===== src/hdl/dmsm_pkg.sv =====
// Purpose: Shared constants and types for the deadman timer status mirror
// Assumes: 32-bit AXI4-Lite register bus, 16-bit registers in low bits
// Notes:   Offsets are byte addresses of aligned words
package dmsm_pkg;
   localparam logic [7:0] OFF_COUNT_LIMIT_LOW  = 8'h00;
   localparam logic [7:0] OFF_COUNT_LIMIT_HIGH = 8'h04;
   localparam logic [7:0] OFF_WINDOW_LOW       = 8'h08;
   localparam logic [7:0] OFF_WINDOW_HIGH      = 8'h0C;
   localparam logic [7:0] OFF_COUNTER_HOLD     = 8'h10;
   localparam logic [7:0] OFF_LIVE_LOW         = 8'h14;
   localparam logic [7:0] OFF_LIVE_HIGH        = 8'h18;
   localparam logic [15:0] HOLD_RESET          = 16'h0000;
   localparam logic [1:0]  RESP_OKAY           = 2'h0;
   localparam logic [1:0]  RESP_SLVERR         = 2'h2;

   typedef struct packed {
      logic [15:0] count_limit_low;
      logic [15:0] count_limit_high;
      logic [15:0] window_low;
      logic [15:0] window_high;
   } dmsm_cfg_t;

   typedef struct packed {
      logic [31:0] data;
      logic [1:0]  resp;
   } dmsm_rdata_t;
endpackage


===== src/hdl/dmsm_hold.sv =====
// Purpose: Upper counter snapshot register
// Assumes: capture is a one-cycle pulse from a counter register read
// Notes:   Holds its value between reads
`timescale 1ns/100ps
module dmsm_hold (
   // Clock and reset
   input  wire logic        mclk,
   input  wire logic        rstn,
   // Capture
   input  wire logic        capture,
   input  wire logic [15:0] live_counter_high,
   // Snapshot
   output logic      [15:0] counter_upper_hold
);
   always_ff @(posedge mclk) begin
      if (!rstn) begin
         counter_upper_hold <= dmsm_pkg::HOLD_RESET;
      end else if (capture) begin
         counter_upper_hold <= live_counter_high;
      end
   end
endmodule


===== src/hdl/dmsm_top.sv =====
// Purpose: Read-back registers of the deadman timer with AXI4-Lite slave
// Assumes: Configuration words and live counter are on the mclk domain
// Notes:
`timescale 1ns/100ps
module dmsm_top (
   // Clock and reset
   input  wire logic                mclk,
   input  wire logic                rstn,
   // Configuration words and live counter
   input  wire dmsm_pkg::dmsm_cfg_t cfg,
   input  wire logic [31:0]         live_counter,
   // AXI4-Lite write address
   input  wire logic [7:0]          s_axi_awaddr,
   input  wire logic                s_axi_awvalid,
   output logic                     s_axi_awready,
   // AXI4-Lite write data
   input  wire logic [31:0]         s_axi_wdata,
   input  wire logic [3:0]          s_axi_wstrb,
   input  wire logic                s_axi_wvalid,
   output logic                     s_axi_wready,
   // AXI4-Lite write response
   output logic [1:0]               s_axi_bresp,
   output logic                     s_axi_bvalid,
   input  wire logic                s_axi_bready,
   // AXI4-Lite read address
   input  wire logic [7:0]          s_axi_araddr,
   input  wire logic                s_axi_arvalid,
   output logic                     s_axi_arready,
   // AXI4-Lite read data
   output logic [31:0]              s_axi_rdata,
   output logic [1:0]               s_axi_rresp,
   output logic                     s_axi_rvalid,
   input  wire logic                s_axi_rready
);
   logic                  aw_held_r;
   logic [7:0]            awaddr_r;
   logic                  w_held_r;
   logic                  bvalid_r;
   logic [1:0]            bresp_r;
   logic                  rvalid_r;
   dmsm_pkg::dmsm_rdata_t rd_r;
   dmsm_pkg::dmsm_rdata_t rd_nxt;
   logic [15:0]           hold_q;
   wire                   aw_take;
   wire                   w_take;
   wire                   ar_take;
   wire                   wr_go;
   wire  [7:0]            wr_addr;
   wire                   wr_known;
   wire                   counter_read;

   function automatic logic addr_known(input logic [7:0] a);
      addr_known = (a == dmsm_pkg::OFF_COUNT_LIMIT_LOW) ||
                   (a == dmsm_pkg::OFF_COUNT_LIMIT_HIGH) ||
                   (a == dmsm_pkg::OFF_WINDOW_LOW) ||
                   (a == dmsm_pkg::OFF_WINDOW_HIGH) ||
                   (a == dmsm_pkg::OFF_COUNTER_HOLD) ||
                   (a == dmsm_pkg::OFF_LIVE_LOW) ||
                   (a == dmsm_pkg::OFF_LIVE_HIGH);
   endfunction

   // Write channel handshakes; a write completes once both halves are in
   assign s_axi_awready = !aw_held_r && !bvalid_r;
   assign s_axi_wready  = !w_held_r && !bvalid_r;
   assign aw_take       = s_axi_awvalid && s_axi_awready;
   assign w_take        = s_axi_wvalid && s_axi_wready;
   assign wr_go         = (aw_held_r || aw_take) && (w_held_r || w_take);
   assign wr_addr       = aw_held_r ? awaddr_r : s_axi_awaddr;
   assign wr_known      = addr_known({wr_addr[7:2], 2'b00});
   assign s_axi_bvalid  = bvalid_r;
   assign s_axi_bresp   = bresp_r;

   // Read channel
   assign s_axi_arready = !rvalid_r;
   assign ar_take       = s_axi_arvalid && s_axi_arready;
   assign s_axi_rvalid  = rvalid_r;
   assign s_axi_rdata   = rd_r.data;
   assign s_axi_rresp   = rd_r.resp;
   // Either counter half being read takes the snapshot
   assign counter_read  = ar_take &&
      ((s_axi_araddr[7:2] == dmsm_pkg::OFF_LIVE_LOW[7:2]) ||
       (s_axi_araddr[7:2] == dmsm_pkg::OFF_LIVE_HIGH[7:2]));

   always_comb begin
      rd_nxt.resp = dmsm_pkg::RESP_OKAY;
      rd_nxt.data = 32'h0000_0000;
      case ({s_axi_araddr[7:2], 2'b00})
         dmsm_pkg::OFF_COUNT_LIMIT_LOW: begin
            rd_nxt.data[15:0] = cfg.count_limit_low;
         end
         dmsm_pkg::OFF_COUNT_LIMIT_HIGH: begin
            rd_nxt.data[15:0] = cfg.count_limit_high;
         end
         dmsm_pkg::OFF_WINDOW_LOW: begin
            rd_nxt.data[15:0] = cfg.window_low;
         end
         dmsm_pkg::OFF_WINDOW_HIGH: begin
            rd_nxt.data[15:0] = cfg.window_high;
         end
         dmsm_pkg::OFF_COUNTER_HOLD: begin
            rd_nxt.data[15:0] = hold_q;
         end
         dmsm_pkg::OFF_LIVE_LOW: begin
            rd_nxt.data[15:0] = live_counter[15:0];
         end
         dmsm_pkg::OFF_LIVE_HIGH: begin
            rd_nxt.data[15:0] = live_counter[31:16];
         end
         default: begin
            rd_nxt.resp = dmsm_pkg::RESP_SLVERR;
         end
      endcase
   end

   always_ff @(posedge mclk) begin
      if (!rstn) begin
         aw_held_r <= 1'b0;
         awaddr_r  <= 8'h00;
         w_held_r  <= 1'b0;
         bvalid_r  <= 1'b0;
         bresp_r   <= dmsm_pkg::RESP_OKAY;
      end else if (wr_go) begin
         // Mirrors have no storage: write data is discarded
         aw_held_r <= 1'b0;
         w_held_r  <= 1'b0;
         bvalid_r  <= 1'b1;
         bresp_r   <= wr_known ? dmsm_pkg::RESP_OKAY
                               : dmsm_pkg::RESP_SLVERR;
      end else begin
         if (aw_take) begin
            aw_held_r <= 1'b1;
            awaddr_r  <= s_axi_awaddr;
         end
         if (w_take) begin
            w_held_r <= 1'b1;
         end
         if (bvalid_r && s_axi_bready) begin
            bvalid_r <= 1'b0;
         end
      end
   end

   always_ff @(posedge mclk) begin
      if (!rstn) begin
         rvalid_r <= 1'b0;
         rd_r     <= '0;
      end else if (ar_take) begin
         rvalid_r <= 1'b1;
         rd_r     <= rd_nxt;
      end else if (rvalid_r && s_axi_rready) begin
         rvalid_r <= 1'b0;
      end
   end

   dmsm_hold u_hold (
      .mclk              (mclk),
      .rstn              (rstn),
      .capture           (counter_read),
      .live_counter_high (live_counter[31:16]),
      .counter_upper_hold(hold_q)
   );
endmodule


===== config.mk =====
export PLATFORM = sky130hd
export DESIGN_NAME = dmsm_top
export DESIGN_NICKNAME = d
export VERILOG_FILES = /design/src/hdl/dmsm_pkg.sv /design/src/hdl/dmsm_hold.sv /design/src/hdl/dmsm_top.sv
export SDC_FILE = /design/constraint.sdc
export NUM_CORES = 1
export LEC_CHECK = 0
export BUFFER_PORTS_ARGS = -buffer_cell sky130_fd_sc_hd__buf_2
export CORE_UTILIZATION = 35
export DETAILED_ROUTE_END_ITERATION = 16
export PLACE_DENSITY = 0.73
export SYNTH_ARGS = -nofsm -noshare
export SYNTH_HDL_FRONTEND = slang
export SYNTH_HIERARCHICAL = 1
export SYNTH_SLANG_ARGS = --single-unit

===== constraint.sdc =====
create_clock -name mclk -period 3 [get_ports mclk]
set_input_delay 0.15 -clock mclk [delete_from_list [all_inputs] [get_ports mclk]]
set_output_delay 0.15 -clock mclk [all_outputs]
set_load 0.02 [all_outputs]

After elaboration in Yosys (flattened, before gate mapping):

Cells that the tools add are included.

* register bits: 48
* memories kept: 0
* bits in writable memories: 0
* word-level logic and storage cells: 60
* input bits: 155
* latch bits: 0
* ROM bits: 0

* reductions and logical operators: 29
* equal/unequal tests: 12
* order comparisons: 0
* shift operators: 0
* bitwise logic cells: 2
* multipliers: 0
* divide/modulo/power cells: 0
* add/sub/neg operators: 0
* muxes and demuxes: 8

Operator list (number)
* $pmux W16 S7: 1
* $eq A6 B3 Y1 const B: 6
* $eq A6 B2 Y1 const B: 4
* $eq A6 B1 Y1 const B: 2
* $logic_not A6 Y1: 2
* $logic_and A1 B1 Y1: 9
* $logic_or A1 B1 Y1: 9
* $mux W8: 1
* $reduce_or A7 Y1: 1
* $logic_not A1 Y1: 4
* $mux W1: 4
* $mux W2: 2
* $reduce_bool A2 Y1: 2
* $not A1 Y1: 2
* $reduce_and A2 Y1: 1
* $reduce_or A2 Y1: 1

Logic depth before layout (Yosys ltp):

Gate-level depths: netlist of the first run.

* depth in word-level cells: 9
* depth in mapped cells: 10
* depth with buffers taken out: 5

By module:

Netlist of the first run, hierarchy kept.

By module, submodules not included
* dmsm_top: area an instance 2248.4 um^2, instances 1, cells an instance 272, seq. area each 560.5 um^2
* dmsm_hold: area an instance 615.6 um^2, instances 1, cells an instance 51, seq. area each 320.3 um^2

Worst setup path after synthesis of the first run:

Ideal clock, no wire load.

* kind: in2reg
* start point: in s_axi_araddr[2]
* end point: reg u_hold.counter_upper_hold[10]
* arrival: 1.805 ns
* buffers on the path: 5
* setup slack: 1.079 ns
* stages: 10
* cell sequence: buf_2 > buf_2 > buf_2 > xor2_1 > nand2_1 > nor3_1 > buf_6 > buf_12 > mux2i_1 > nor2b_1

* longest elaborated chain between the ends: 3
* elaborated cells between the ends (all ways): 4
* classes of those cells: 2 x eq/ne; 2 x reduce/logical

Ends and longest elaborated chain
* start, declared: line dmsm_top.sv:26 `input wire logic [7:0] s_axi_araddr,`
* $eq A6 B3 Y1, on equally long branches: line dmsm_top.sv:81, dmsm_top.sv:82
* $logic_or A1 B1 Y1 (*): line dmsm_top.sv:81 `((s_axi_araddr[7:2] == dmsm_pkg::OFF_LIVE_LOW[7:2]) ||`
* $logic_and A1 B1 Y1 (*): line dmsm_top.sv:80 `assign counter_read = ar_take &&`
* net counter_read: line dmsm_top.sv:50 `wire counter_read;`
* end signal, assigned: line dmsm_hold.sv:17 `counter_upper_hold <= dmsm_pkg::HOLD_RESET;`
* end signal, assigned: line dmsm_hold.sv:19 `counter_upper_hold <= live_counter_high;`
* end, declared: line dmsm_hold.sv:13 `output logic [15:0] counter_upper_hold`

The timed path passes the listed nets; every way through them passes the cells marked *.
A chain may end at the register's enable or synchronous reset.

Final worst setup path of the first run:

* start point: in s_axi_araddr[7]
* end point: reg rd_r, in the netlist s_axi_rdata[0]

* longest elaborated chain between the ends: 2
* elaborated cells between the ends (all ways): 8
* classes of those cells: 6 x eq/ne; 1 x mux; 1 x reduce/logical

Ends and longest elaborated chain
* $eq A6 B3 Y1, or another cell as far along: line dmsm_top.sv:87 `case ({s_axi_araddr[7:2], 2'b00})`
* $pmux W16 S7 (*): line dmsm_top.sv:87
* end signal, assigned: line dmsm_top.sv:149 `rd_r <= rd_nxt;`
* end, declared: line dmsm_top.sv:41 `dmsm_pkg::dmsm_rdata_t rd_r;`

Mark *: on every way between the ends. The rest lies on a longest branch, timed or not.

==> reports/metrics.cfg, run 1 <==
[clock_network]
post-cts-setup-buffer-count = 0
clk_pin_slew_ns = 0.09
clkLatencyLatePin_ns = 0.30
post_cts_resized = 0
clock_sinks = 44
h-tree-depth = 2
clockRootBuffer = clkbuf_8
cts_made_buffers = 5
tritoncts = built
holdBufCountCts = 0
cts.path.max_buffers = 2

[hold_path]
hold_path_depth = 3
hp-class = input port to register
min_to = w_held_r$_SDFFE_PP0P_
hp-start = s_axi_wvalid

[sta]
finalMaxSlewViolations = 0
fin_crit_sh_pct = 62.2
hold_ws_ns = 0.104
setup_viol = 0
tns_ns = 0
fin_ws_ns = 1.14
relSlewSlack_pct = 45.4
fmax_mhz = 536
skew_ns = 0.00954
tightest_slew_ns = 0.818
rsz0062_at_grt = false
min_period_ns = 1.86
hold_viol = 0

[placement]
place_area_sq_um = 3480
hpwl_um = 6030
place.gp.congestion = 0.764
io_buffers = 137
detailedPlace.worstSlack_ns = 0.797

[pwr]
p_seq_share_pct = 47.0
power.total_mw = 1.29
netSwitchingPower_mw = 0.385
internal_power_mw = 0.907
p_leak_nw = 1.61
pwr-share-comb_pct = 22.0
power-per-cell-area_nw_per_um2 = 361
clockPowerShare_pct = 31.0
ir_drop_mv = 0.209
swShare_pct = 29.8

[job]
cap_viol_max_count = 0

[yosys]
synth-edff-count = 0
ys_types = 37
synthTopCellsByCount = mux2i_1 (69), dfxtp_1 (44), nor3_1 (37), nand2_1 (22), nor2b_1 (22)
synth_flop_cell = dfxtp_1
synth_top_area_cell = dfxtp_1
synthTopCellsByArea = dfxtp_1 (31%), mux2i_1 (24%), nor3_1 (6.5%), buf_4 (5.0%), nor2b_1 (4.8%)
syn_area_per_cell_sq_um = 8.87
ys_seq_area_share_pct = 30.8
syn_area_sq_um = 2860
ys_ff_latch = 44
yosysTopAreaCellShare_pct = 30.8
async_flop_share_pct = 0
yosysWarningCount = 6
synth.most_common_cell = mux2i_1
syn_inst = 323

[final_layout]
ff_latch_area_sq_um = 881
nNetsFinal = 599
multi_input_area_sq_um = 1730
stdcell_area_sq_um = 3570
antenna_cells = 0
area_delta_synth_final_pct = 24.8
drive_above_1_share_pct = 37.3
final.fill_count = 761

[critical_path]
worstPathRequired_ns = 3.22
crit_chain = buf_2 > or3_1 > nor3_4 > a2111oi_0 > o21ai_0
r2r-start = s_axi_rvalid$_SDFFE_PN0P_
r2r_slack_ns = 1.43
critPathSlowestCell = nor3_4
reg2reg_to = s_axi_rdata[0]$_SDFFE_PN0P_
worst_setup_path_end_kind = register
arrival_ns = 2.08
critPathLaunchType = input port
path_max_fanout = 16
worstSetupPathType = input port to register
cp_slowest_stage_delay_ns = 0.75
worst-r2r-cell-count = 4

[grt]
grt_max_degree = 36
grt_pass1_vias = 2699
grt_overflow_total = 0
track_usage_pct = 19.4
grt_pass1_wl_um = 13200
antenna_found_initial = 0

[drt]
finalWirelength_um = 8340
ant_nets = 0
drcViolationCount = 0
wl_met1_um = 3640
top_layer = met4
first_iter_violations = 94
routed-via-count = 2768
routed_via_density = 5.06
wl_per_cell_um = 15.2
met2_length_um = 4100
firstDrtPassIters = 4
wl_met3_um = 533

[floorplan]
die_area_sq_um = 8550
die_w_um = 92.5
core.rowCount = 32
coreArea_sq_um = 7810
io_pins = 196
initial_core_util_pct = 36.7
dieHeight_um = 92.5

[outcome]
status = completed

cells in the final DEF (no fill, tap or decap), types with 2 or more instances in the layout:
master	count
conb_1	18
buf_2	137
nor3_2	11
nand2b_1	3
o21ai_1	11
a211o_1	2
inv_1	5
nor2b_1	22
dfxtp_1	44
clkinvlp_4	2
o21ai_0	8
nor3_1	36
mux2i_1	69
clkbuf_8	6
nand2_1	22
buf_4	5
nand3_1	2
nor2_1	7
and2_1	3
a2111oi_0	15
a21oi_1	3
state kept, by name, indices dropped and copies added (netlist names):
register                   cells
s_axi_rdata                   16
u_hold/counter_upper_hold     16
awaddr_r                       6
aw_held_r                      1
s_axi_bresp                    1
s_axi_bvalid                   1
s_axi_rresp                    1
s_axi_rvalid                   1
w_held_r                       1
worst max-delay path: cells and delay by family:
family / cells / cell delay [ns]
buffers and inverters: 1 / 0.10
AO/OA/AOI/OAI: 2 / 0.42
AND/OR/NAND/NOR: 2 / 1.41
how the worst max path moves through the flow:
stage	endpoint	slack [ns]	depth (start not counted)	from
detailed placement	s_axi_rdata[0]$_SDFFE_PN0P_	0.80	5	s_axi_araddr[7]
CTS	s_axi_rdata[0]$_SDFFE_PN0P_	1.11	5	s_axi_araddr[7]
global placement	s_axi_rdata[1]$_SDFFE_PN0P_	0.90	5	s_axi_araddr[2]
floorplan	u_hold/counter_upper_hold[10]$_SDFFE_PN0P_	1.08	10	s_axi_araddr[2]
global route	s_axi_rdata[1]$_SDFFE_PN0P_	1.0	5	s_axi_araddr[2]
finish	s_axi_rdata[0]$_SDFFE_PN0P_	1.14	5	s_axi_araddr[7]
cell type report:
type	instances	share of cell area, %
clock buffers	6	2.31
clock inverters	2	0.420
inverters	5	0.525
multi-input cells	246	48.3
flip-flops and latches	44	24.6
well taps	102	3.57
repair buffers	142	20.2
power groups by stage:
stage	combinational (mW)	sequential, mW	clock (mW)
global route	0.311	0.610	0.434
floorplan	0.182	0.626	0
detailed placement	0.286	0.621	0
finish	0.285	0.607	0.400
CTS	0.287	0.607	0.408
global placement	0.280	0.620	0
cell families after synthesis:
group / count (synthesis) / synth area share [%]
xor gates and xnor gates: 1 / 0.306
muxes: 69 / 24.1
other: 1 / 0.131
and+or+nand+nor: 112 / 22.2
DFF: 44 / 30.8
buffers and inverters: 50 / 11.4
AOI/OAI and AO/OA: 46 / 11.1
stage by stage:
step | std cells | utilization [%]
after global placement | 539 | 44.5
after detailed placement | 539 | 44.5
final | 547 | 45.8
after global routing | 547 | 45.8
after CTS | 547 | 45.8
after floorplan | 340 | -
layer usage:
layer | track usage (%) | up-vias
met5 | 0 | -
met4 | 5.08 | 0
met3 | 3.45 | 8
met2 | 34.3 | 115
met1 | 24.1 | 1283
li1 | - | 1362
Note: power is estimated with default switching activity, not from simulation.
==> inputs of run 2 (changes only) <==
PLACE_DENSITY = 0.76   (was 0.73)
clock period = 1.55 ns   (was 3 ns; I/O delays follow)
==> reports/metrics.cfg, run 2 (synthesized netlist as in run 1, its figures left out) <==
[outcome]
status = completed  ; unchanged

[final_layout]
mostFrequentLayoutCell = buf_2  ; unchanged
layout_common_cells = buf_2 (137), mux2i_1 (69), dfxtp_1 (44)  ; unchanged
nNetsFinal = 617  ; was 599
final.fill_count = 786  ; was 761
area_delta_synth_final_pct = 32.7  ; was 24.8%
utilization_pct = 48.7  ; was 45.8%
drive_above_1_share_pct = 40.2  ; was 37.3%
antenna_cells = 0  ; unchanged

[drt]
first_iter_violations = 82  ; was 94
ant_nets = 0  ; unchanged
firstDrtPassIters = 4  ; unchanged
routed_via_density = 5.02  ; was 5.06
finalWirelength_um = 8300  ; was 8340 um
wl_per_cell_um = 14.7  ; was 15.2 um
drcViolationCount = 0  ; unchanged
routed-via-count = 2839  ; was 2768

[critical_path]
critPathLaunchType = register  ; was input port
arrival_ns = 1.61  ; was 2.08 ns
worstSetupPathType = register to register  ; was input port to register
worst_setup_path_end_kind = register  ; unchanged
worstPathRequired_ns = 1.74  ; was 3.22 ns
path_max_fanout = 2  ; was 16

[sta]
hold_viol = 0  ; unchanged
min_period_ns = 1.42
tns_ns = 0  ; unchanged
setup_viol = 0  ; unchanged
fin_crit_sh_pct = 91.6
skew_ns = 0.00459  ; was 0.00954 ns
finalMaxSlewViolations = 0  ; unchanged
rsz0062_at_grt = false  ; unchanged
fmax_mhz = 704

[clock_network]
holdBufCountCts = 0  ; unchanged
cts_made_buffers = 5  ; unchanged
tritoncts = built  ; unchanged
cts.path.max_buffers = 2  ; unchanged
h-tree-depth = 2  ; unchanged
clockRootBuffer = clkbuf_8  ; unchanged
clk_pin_slew_ns = 0.09  ; about the same
post-cts-setup-buffer-count = 0  ; unchanged
clkLatencyLatePin_ns = 0.30  ; about the same
clock_sinks = 44  ; unchanged

[grt]
grt_max_degree = 30  ; was 36
grt_overflow_total = 0  ; unchanged
grt_pass1_wl_um = 12700  ; was 13200 um
antenna_found_initial = 0  ; unchanged
grt_pass1_vias = 2701  ; was 2699
track_usage_pct = 19.2  ; was 19.4%

[pwr]
power-per-cell-area_nw_per_um2 = 703  ; was 361 nW/um^2
ir_drop_mv = 0.298  ; was 0.209 mV
p_leak_nw = 1.74  ; was 1.61 nW

[floorplan]
coreArea_sq_um = 7810  ; unchanged
die_w_um = 92.5  ; unchanged
core.rowCount = 32  ; unchanged
dieHeight_um = 92.5  ; unchanged
io_pins = 196  ; unchanged
initial_core_util_pct = 36.7  ; unchanged
die_area_sq_um = 8550  ; unchanged

[placement]
io_buffers = 137  ; unchanged
place.gp.congestion = 0.749  ; was 0.764
hpwl_um = 6350  ; was 6030 um

[job]
cap_viol_max_count = 0  ; unchanged

[hold_path]
hp-class = input port to register  ; unchanged

[run 2: where the power goes]
part | switching (mW) | total (mW) | internal [mW]
logic | 0.328 | 0.603 | 0.275
registers | 0.0159 | 1.17 | 1.16
clock network | 0.418 | 0.895 | 0.477
total | 0.761 | 2.67 | 1.91
[run 2: final cells by class]
class / instances / area (sq um) / area share (%)
Clock buffer: 5 / 68.8 / 1.81
Clock inverter: 3 / 42.5 / 1.12
Inverter: 5 / 18.8 / 0.494
Multi-Input combinational cell: 246 / 1750 / 46.1
Sequential cell: 44 / 881 / 23.2
Tap cell: 102 / 128 / 3.36
Timing Repair Buffer: 160 / 908 / 23.9
[run 2: what timing repair did]
action / 4_1_cts / 5_1_grt
pin swaps: 0 / 1
setup endpoints to repair: 15 / 6
resized for setup: 1 / 3
[run 2: routing by layer]
metal  GRT usage, %  vias up  part of all wire (%)
met5              0        -                     0
met4           5.21        0                   1.1
met3           3.86        8                   5.7
met2           35.7      121                    51
met1           22.0     1312                    42
li1               -     1398                     -
[run 2: path summary, 6_finish.rpt]
check	from	end	slack, ns	cells after the start
worst max-delay path	awaddr_r[5]$_SDFFE_PN0P_	s_axi_bresp[1]$_SDFFE_PN0P_	0.13	4
worst min register to register	s_axi_rdata[4]$_SDFFE_PN0P_	s_axi_rdata[4]$_SDFFE_PN0P_	0.45	2
worst max register to register	awaddr_r[5]$_SDFFE_PN0P_	s_axi_bresp[1]$_SDFFE_PN0P_	0.13	4
worst min-delay path	s_axi_wvalid	w_held_r$_SDFFE_PP0P_	0.03	3
[run 2: critical path: stages, from the launching register on]
cell and delay, ns:
dfxtp_1 0.32, or4b_2 0.66, a31oi_1 0.16, a211o_1 0.11
a21boi_0 0.07
[run 2: stage by stage]
step           instances  total power, mW  setup WS, ns  hold slack [ns]  area (sq um)
2_1_floorplan        340             1.57        0.0154            0.206          2960
3_3_place_gp         557             1.79      -0.00629            0.317          3670
3_5_place_dp         557             1.80       -0.0567            0.321          3670
4_1_cts              565             2.71        0.0791          0.00500          3780
5_1_grt              565             2.80        0.0477           0.0299          3800
6_report             565             2.67         0.130           0.0260          3800
